==> config.mk <==
export PLATFORM = sky130hd
export DESIGN_NAME = prs_pll_readback_status
export DESIGN_NICKNAME = d
export VERILOG_FILES = /design/src/prs_sync_bits.v /design/src/prs_event_irq.v /design/src/prs_pll_readback_status.v
export VERILOG_INCLUDE_DIRS = /design/src /design/src/src
export SDC_FILE = /design/constraint.sdc
export NUM_CORES = 1
export LEC_CHECK = 0
export BUFFER_PORTS_ARGS = -buffer_cell sky130_fd_sc_hd__buf_4
export CELL_PAD_IN_SITES_DETAIL_PLACEMENT = 1
export CELL_PAD_IN_SITES_GLOBAL_PLACEMENT = 1
export CORE_MARGIN = 8
export CORE_UTILIZATION = 32
export CTS_BUF_LIST = sky130_fd_sc_hd__clkbuf_8
export DETAILED_ROUTE_END_ITERATION = 7
export GPL_TIMING_DRIVEN = 0
export PLACE_DENSITY = 0.78
export SYNTH_ARGS = -nofsm -noshare
export SYNTH_HDL_FRONTEND = slang
export SYNTH_HIERARCHICAL = 1
export SYNTH_SLANG_ARGS = --single-unit
==> constraint.sdc <==
create_clock -name i_clk -period 1.9 [get_ports i_clk]
set_input_delay 0.285 -clock i_clk [delete_from_list [all_inputs] [get_ports i_clk]]
set_output_delay 0.285 -clock i_clk [all_outputs]
set_load 0.1 [all_outputs]
==> src/prs_consts.vh <==
// Constants for the PLL readback status register block
`ifndef PRS_CONSTS_VH
`define PRS_CONSTS_VH

// ****************************************************************
// Register indices (byte address is four times the index)
// ****************************************************************
`define PRS_IDX_STATUS      8'h1f
`define PRS_IDX_IRQ_STAT    8'h20
`define PRS_IDX_IRQ_CLR     8'h21
`define PRS_IDX_IRQ_EN      8'h22

// ****************************************************************
// Status field positions
// ****************************************************************
`define PRS_BIT_LOCK              0
`define PRS_BIT_FIRST_REF_ABOVE   1
`define PRS_BIT_SECOND_REF_ABOVE  2
`define PRS_BIT_VCO_ABOVE         3
`define PRS_BIT_SECOND_REF_SEL    4
`define PRS_BIT_HOLDOVER          5
`define PRS_BIT_CAL_DONE          6

// ****************************************************************
// Widths and reset values
// ****************************************************************
`define PRS_STAT_W          7
`define PRS_RST_STATUS      7'h00
`define PRS_RST_IRQ_EN      7'h00
`define PRS_RST_IRQ_STAT    7'h00
`define PRS_RST_RDATA       32'h00000000
`define PRS_SYNC_STAGES     2

`endif

==> src/prs_sync_bits.v <==
// Two-stage synchroniser for a vector of independent level inputs
`default_nettype none

module prs_sync_bits #(
  parameter WIDTH = 7
) (
  // Clock and reset
  input  wire             i_clk,
  input  wire             i_rst_n,
  // Asynchronous levels in, synchronised levels out
  input  wire [WIDTH-1:0] i_async,
  output wire [WIDTH-1:0] o_sync
);

  reg [WIDTH-1:0] meta_r;
  reg [WIDTH-1:0] sync_r;

  // ****************************************************************
  // Synchroniser stages
  // ****************************************************************
  always @(posedge i_clk) begin
    if (!i_rst_n) begin
      meta_r <= {WIDTH{1'b0}};
      sync_r <= {WIDTH{1'b0}};
    end else begin
      meta_r <= i_async;
      sync_r <= meta_r;
    end
  end

  assign o_sync = sync_r;

endmodule // prs_sync_bits

`default_nettype wire

==> src/prs_event_irq.v <==
// Sticky event flags with clear, enable and one level interrupt
`default_nettype none

module prs_event_irq #(
  parameter WIDTH = 7
) (
  // Clock and reset
  input  wire             i_clk,
  input  wire             i_rst_n,
  // Synchronised status levels
  input  wire [WIDTH-1:0] i_level,
  // Software controls
  input  wire [WIDTH-1:0] i_clr,
  input  wire [WIDTH-1:0] i_en,
  // Flags and interrupt
  output wire [WIDTH-1:0] o_sticky,
  output wire             o_irq
);

  reg  [WIDTH-1:0] prev_r;
  reg  [WIDTH-1:0] sticky_r;
  reg  [WIDTH-1:0] sticky_nxt;
  wire [WIDTH-1:0] change;

  // ****************************************************************
  // Change detection on every status bit
  // ****************************************************************
  assign change = i_level ^ prev_r;

  // Set wins over a clear in the same cycle
  always @* begin
    sticky_nxt = (sticky_r & ~i_clr) | change;
  end

  always @(posedge i_clk) begin
    if (!i_rst_n) begin
      prev_r   <= {WIDTH{1'b0}};
      sticky_r <= {WIDTH{1'b0}};
    end else begin
      prev_r   <= i_level;
      sticky_r <= sticky_nxt;
    end
  end

  assign o_sticky = sticky_r;
  assign o_irq    = |(sticky_r & i_en);

endmodule // prs_event_irq

`default_nettype wire

==> src/prs_pll_readback_status.v <==
// PLL readback status register with APB slave and status interrupt
//
// Behaviour
// Bit 6 reads 0 while VCO calibration is unfinished and 1 once done.
// Bit 5 reads 1 only while the holdover state is truly active.
// Bit 4 reads 0 for the first or differential reference, 1 for second.
// Bit 3 reads 1 when the VCO frequency is above its threshold.
// Bit 2 reads 1 when the second reference is above its threshold.
// Bit 1 reads 1 when the first reference is above its threshold.
// Bit 0 reads 1 when digital lock detect reports the PLL locked.
// Writes to the status register do nothing; reads show live state.
`include "prs_consts.vh"
`default_nettype none

module prs_pll_readback_status #(
  parameter ADDR_W = 12,
  parameter DATA_W = 32
) (
  // Clock and reset
  input  wire              i_clk,
  input  wire              i_rst_n,
  // APB slave
  input  wire              i_psel,
  input  wire              i_penable,
  input  wire              i_pwrite,
  input  wire [ADDR_W-1:0] i_paddr,
  input  wire [DATA_W-1:0] i_pwdata,
  output wire              o_pready,
  output reg  [DATA_W-1:0] o_prdata,
  output reg               o_pslverr,
  // Status sources
  input  wire              i_lock_detect,
  input  wire              i_first_reference_input_above,
  input  wire              i_second_reference_input_above,
  input  wire              i_vco_above,
  input  wire              i_second_reference_input_selected,
  input  wire              i_holdover_active,
  input  wire              i_vco_cal_done,
  // Interrupt
  output wire              o_irq
);

  localparam SW = `PRS_STAT_W;

  // ****************************************************************
  // Bus state machine states (one-hot)
  // ****************************************************************
  localparam [1:0] ST_IDLE   = 2'b01;
  localparam [1:0] ST_ACCESS = 2'b10;

  // ****************************************************************
  // Declarations
  // ****************************************************************
  reg  [1:0]        state_r;
  reg  [1:0]        state_nxt;
  reg  [SW-1:0]     irq_en_r;
  reg  [SW-1:0]     irq_en_nxt;
  reg  [SW-1:0]     irq_clr;
  reg  [DATA_W-1:0] rdata_nxt;
  reg               err_nxt;
  reg               wr_err_r;
  wire [SW-1:0]     raw_status;
  wire [SW-1:0]     status;
  wire [SW-1:0]     sticky;
  wire              setup_phase;
  wire              access_phase;
  wire              wr_done;
  wire              hit_status;
  wire              hit_irq_stat;
  wire              hit_irq_clr;
  wire              hit_irq_en;
  wire              hit_any;

  // ****************************************************************
  // Address decode
  // ****************************************************************
  function addr_hit;
    input [ADDR_W-1:0] addr;
    input [7:0]        idx;
    begin
      addr_hit = (addr == {{(ADDR_W-10){1'b0}}, idx, 2'b00});
    end
  endfunction

  assign hit_status   = addr_hit(i_paddr, `PRS_IDX_STATUS);
  assign hit_irq_stat = addr_hit(i_paddr, `PRS_IDX_IRQ_STAT);
  assign hit_irq_clr  = addr_hit(i_paddr, `PRS_IDX_IRQ_CLR);
  assign hit_irq_en   = addr_hit(i_paddr, `PRS_IDX_IRQ_EN);
  assign hit_any      = hit_status | hit_irq_stat |
                        hit_irq_clr | hit_irq_en;

  // ****************************************************************
  // Status source assembly
  // ****************************************************************
  assign raw_status[`PRS_BIT_LOCK]       = i_lock_detect;
  assign raw_status[`PRS_BIT_FIRST_REF_ABOVE] =
         i_first_reference_input_above;
  assign raw_status[`PRS_BIT_SECOND_REF_ABOVE] =
         i_second_reference_input_above;
  assign raw_status[`PRS_BIT_VCO_ABOVE]  = i_vco_above;
  assign raw_status[`PRS_BIT_SECOND_REF_SEL] =
         i_second_reference_input_selected;
  assign raw_status[`PRS_BIT_HOLDOVER]   = i_holdover_active;
  assign raw_status[`PRS_BIT_CAL_DONE]   = i_vco_cal_done;

  // ****************************************************************
  // Synchronise sources into this clock
  // ****************************************************************
  prs_sync_bits #(
    .WIDTH (SW)
  ) u_sync (
    .i_clk   (i_clk),
    .i_rst_n (i_rst_n),
    .i_async (raw_status),
    .o_sync  (status)
  );

  // ****************************************************************
  // Event flags and interrupt
  // ****************************************************************
  prs_event_irq #(
    .WIDTH (SW)
  ) u_irq (
    .i_clk    (i_clk),
    .i_rst_n  (i_rst_n),
    .i_level  (status),
    .i_clr    (irq_clr),
    .i_en     (irq_en_r),
    .o_sticky (sticky),
    .o_irq    (o_irq)
  );

  // ****************************************************************
  // Bus phases
  // ****************************************************************
  assign setup_phase  = i_psel & ~i_penable & state_r[0];
  assign access_phase = i_psel & i_penable & state_r[1];
  assign o_pready     = access_phase;
  assign wr_done      = access_phase & i_pwrite & ~wr_err_r;

  // ****************************************************************
  // Bus state machine
  // ****************************************************************
  always @* begin
    state_nxt = state_r;
    case (state_r)
      ST_IDLE: begin
        if (setup_phase) begin
          state_nxt = ST_ACCESS;
        end
      end
      ST_ACCESS: begin
        if (!i_psel || i_penable) begin
          state_nxt = ST_IDLE;
        end
      end
      default: begin
        state_nxt = ST_IDLE;
      end
    endcase
  end

  // ****************************************************************
  // Read data and error, captured in setup
  // ****************************************************************
  always @* begin
    rdata_nxt = `PRS_RST_RDATA;
    err_nxt   = 1'b0;
    if (setup_phase) begin
      if (!hit_any) begin
        err_nxt = 1'b1;
      end else if (!i_pwrite) begin
        if (hit_status) begin
          rdata_nxt[SW-1:0] = status;
        end else if (hit_irq_stat) begin
          rdata_nxt[SW-1:0] = sticky;
        end else if (hit_irq_en) begin
          rdata_nxt[SW-1:0] = irq_en_r;
        end
      end
    end
  end

  // ****************************************************************
  // Writable controls
  // ****************************************************************
  always @* begin
    irq_en_nxt = irq_en_r;
    irq_clr    = {SW{1'b0}};
    if (wr_done && hit_irq_en) begin
      irq_en_nxt = i_pwdata[SW-1:0];
    end
    if (wr_done && hit_irq_clr) begin
      irq_clr = i_pwdata[SW-1:0];
    end
  end

  // ****************************************************************
  // Registers
  // ****************************************************************
  always @(posedge i_clk) begin
    if (!i_rst_n) begin
      state_r   <= ST_IDLE;
      irq_en_r  <= `PRS_RST_IRQ_EN;
      o_prdata  <= `PRS_RST_RDATA;
      o_pslverr <= 1'b0;
      wr_err_r  <= 1'b0;
    end else begin
      state_r  <= state_nxt;
      irq_en_r <= irq_en_nxt;
      if (setup_phase) begin
        o_prdata  <= rdata_nxt;
        o_pslverr <= err_nxt;
        wr_err_r  <= err_nxt;
      end else if (access_phase) begin
        o_prdata  <= `PRS_RST_RDATA;
        o_pslverr <= 1'b0;
        wr_err_r  <= 1'b0;
      end
    end
  end

endmodule // prs_pll_readback_status

`default_nettype wire

==> impl_metrics.yaml <==
synth:
  ys_types: 38
  synth_seq_cells: 45
  synth_area_um2: 2070
  syn_area_per_cell_um2: 9.82
  syn_inst: 211
  ys_warn_count: 6
  yosysSeqAreaShare_pct: 43.5
clock_network:
  clock_path_buffers: 2
  tritoncts: "done"
  hold_buffers: 0
  clock_latency_ns: 0.30
  cts-htree-levels: 2
  numCtsBuffers: 5
  path_clk_slew_ns: 0.08
  cts_root_buf: "clkbuf_8"
  cts.sinks: 45
setup_path:
  worstPathRequired_ns: 2.07
  r2r_setup_slack_ns: 0.18
  cp-end-kind: "flop"
  crit_type: "input pin to flop"
  cp-start-kind: "input pin"
  arrival_ns: 1.93
  worstPathMaxFanout: 5
timing:
  setup_viol: 0
  grt_setup_unrepaired: "no"
  tightest_slew_ns: 0.601
  max_freq_mhz: 568
  setup_slack_ns: 0.140
  min_period_ns: 1.76
  hold_viol: 0
  final.setup_skew_ns: 0.00804
  maxSlewViolCount: 0
  max_slew_margin_pct: 59.9
  finalCritPeriodShare_pct: 92.6
  whs_ns: 0.189
drt:
  antenna_left: 0
  drc: 0
  wl_per_cell_um: 14.8
  routed-via-count: 1665
  viasPerCell: 4.61
  first_iter_violations: 80
  dr.pass1.iters: 4
  wirelength_mm: 5.33
run:
  maxCapViolations: 0
global_routing:
  grt_pass1_vias: 1763
  grt_pass1_wl_mm: 8.65
  grt_util_all_layers_pct: 12.0
  gr-total-overflow: 0
  grt_max_degree: 14
  antenna_found_initial: 0
power:
  switching_share_pct: 30.5
  power.total_mw: 2.13
  pwr-share-clk_pct: 33.2
  leakage_nw: 1.16
  power.share.sequential_pct: 46.8
  p_per_area_nw_per_um2: 792
  p_comb_share_pct: 20.0
  intPower_mw: 1.48
  peakVddDrop_mv: 0.366
  p_switching_mw: 0.651
layout:
  diodes: 0
  final_util_pct: 42.6
  fin_nets: 340
  nFillCells: 764
  layout-drive-gt1-share_pct: 36.3
  syn_to_final_growth_pct: 29.8
  stdcell_area_um2: 2690
place:
  dpl.hpwl_mm: 4.13
  dp_worst_setup_slack_ns: -0.474
  gp_congestion: 0.809
  numPortBuffers: 40
  place_area_um2: 2560
die:
  io_pins: 91
  rows: 29
  core_area_um2: 6310
  die_h_um: 96.5
  start_util_pct: 32.8
  die-area_um2: 9310
  chipWidth_um: 96.5
run_status:
  status: "completed"
hold_path:
  min_path_type: "input pin to flop"
==> layout by cell type, fill, tap and decap left out, types with 2 or more instances in the layout <==
| cell type | netlist | routed |
|---|---|---|
| nand3_1 | 11 | 11 |
| xnor2_1 | 7 | 7 |
| or4_4 | 2 | 2 |
| and2_2 | 10 | 10 |
| o21ai_1 | 15 | 15 |
| clkbuf_1 | 3 | 2 |
| nor2_1 | 2 | 2 |
| nand2_1 | 7 | 7 |
| mux2_2 | 8 | 8 |
| a21boi_1 | 3 | 3 |
| dfxtp_1 | 45 | 45 |
| a21boi_0 | 4 | 4 |
| a22oi_1 | 9 | 9 |
| a21oi_1 | 8 | 8 |
| clkbuf_8 | 0 | 5 |
| nand2b_1 | 8 | 8 |
| buf_6 | 2 | 2 |
| buf_4 | 26 | 68 |
| nor4_4 | 3 | 3 |
| and2_1 | 18 | 18 |
| conb_1 | 1 | 25 |
| inv_1 | 2 | 2 |
==> cell families (layout without fill, tap and decap cells) <==
| group | after synthesis | in the layout | synth area share, % |
|---|---|---|---|
| AND/OR/NAND/NOR | 72 | 72 | 24.1 |
| other | 1 | 25 | 0.181 |
| flip-flops | 45 | 45 | 43.5 |
| multiplexers | 8 | 8 | 4.35 |
| buffers and inverters | 34 | 83 | 11.6 |
| XOR/XNOR | 8 | 8 | 3.38 |
| AO/OA/AOI/OAI | 43 | 43 | 12.9 |
==> power groups by stage <==
stage / combinational [mW] / sequential, mW / clock (mW)
floorplan: 0.333 / 1.02 / 0
global placement: 0.416 / 1.02 / 0
detailed placement: 0.423 / 1.02 / 0
CTS: 0.424 / 0.997 / 0.723
global route: 0.447 / 1.00 / 0.766
finish: 0.426 / 0.997 / 0.708
==> synth_stat cells <==
cell      instances  share of area, %
and4_1            1              0.42
nor2_1            2              0.36
clkinv_1          1              0.18
and2_1           18               5.4
nor4_1            1              0.30
a21boi_0          4               1.4
nor2b_1           1              0.30
or4b_1            1              0.48
nand3b_1          1              0.36
nor4b_2           1              0.72
o311a_1           1              0.48
xnor2_1           7               3.0
buf_4            26               9.4
o21ai_1          15               3.6
inv_1             2              0.36
or2_2             1              0.30
nor3_1            1              0.24
nor4_4            3               3.1
o21ai_0           1              0.24
a21boi_1          3               1.1
a211oi_1          1              0.36
buf_6             2               1.1
and2_2           10               3.6
nand2_1           7               1.3
nand4_1           1              0.30
clkbuf_1          3              0.54
or4_4             2               1.1
nand3_1          11               2.7
mux2_2            8               4.3
and3_1            1              0.30
a22oi_1           9               3.3
a21oi_1           8               1.9
or3b_1            1              0.42
xor2_1            1              0.42
dfxtp_1          45                43
a222oi_1          1              0.48
nand2b_1          8               2.4
conb_1            1              0.18
==> registers in the layout (all words and copies together) (netlist names) <==
| signal | count |
|---|---|
| irq_en_r | 7 |
| o_prdata | 7 |
| u_irq/o_sticky | 7 |
| u_irq/prev_r | 7 |
| u_sync/meta_r | 7 |
| u_sync/o_sync | 7 |
| state_r | 2 |
| wr_err_r | 1 |
==> worst max-delay path, stage by stage <==
cell      delay (ns)
buf_4           0.11
or4b_1          0.67
nor2_1          0.16
nor4b_4         0.24
buf_4           0.18
and2_1          0.11
nand2b_1        0.09
a21boi_0        0.09
==> cell type report <==
| cell class | count | area (um^2) | share of cell area, % |
|---|---|---|---|
| clock inverters | 2 | 35.0 | 1.30 |
| clock buffers | 5 | 68.8 | 2.56 |
| multi-input cells | 156 | 1030 | 38.3 |
| well taps | 77 | 96.3 | 3.58 |
| flip-flops and latches | 45 | 901 | 33.5 |
| plain buffers | 31 | 233 | 8.65 |
| inverters | 3 | 11.3 | 0.419 |
| repair buffers | 42 | 315 | 11.7 |
==> metal layers <==
metal / GRT usage [%] / up-vias / routed length, um
li1: - / 822 / -
met1: 14.2 / 794 / 2290
met2: 20.4 / 40 / 2630
met3: 3.09 / 9 / 320
met4: 4.29 / 0 / 87
met5: 0 / - / 0
==> per-stage QoR <==
stage / instances / TNS [ns]
after global placement: 352 / -4.02
after detailed placement: 352 / -4.75
after floorplan: 235 / 0
after global routing: 361 / 0
after CTS: 359 / 0
final: 361 / 0
==> worst paths after layout <==
check,from,end,cells after the start
max,i_paddr[5],u_irq/o_sticky[0]$_SDFF_PN0_,8
min,i_second_reference_input_above,u_sync/meta_r[2]$_SDFF_PN0_,2
max reg2reg,state_r[1]$_SDFFE_PN0P_,u_irq/o_sticky[0]$_SDFF_PN0_,8
min reg2reg,u_sync/meta_r[6]$_SDFF_PN0_,u_sync/o_sync[6]$_SDFF_PN0_,1
==> what timing repair did <==
item | in CTS | in global routing
endpoints found under the setup margin | 7 | 7
resized for setup | 1 | 0
setup buffers | 0 | 2
cloned | 0 | 0
pin swaps | 0 | 0
Note: power is estimated with default switching activity, not from simulation.
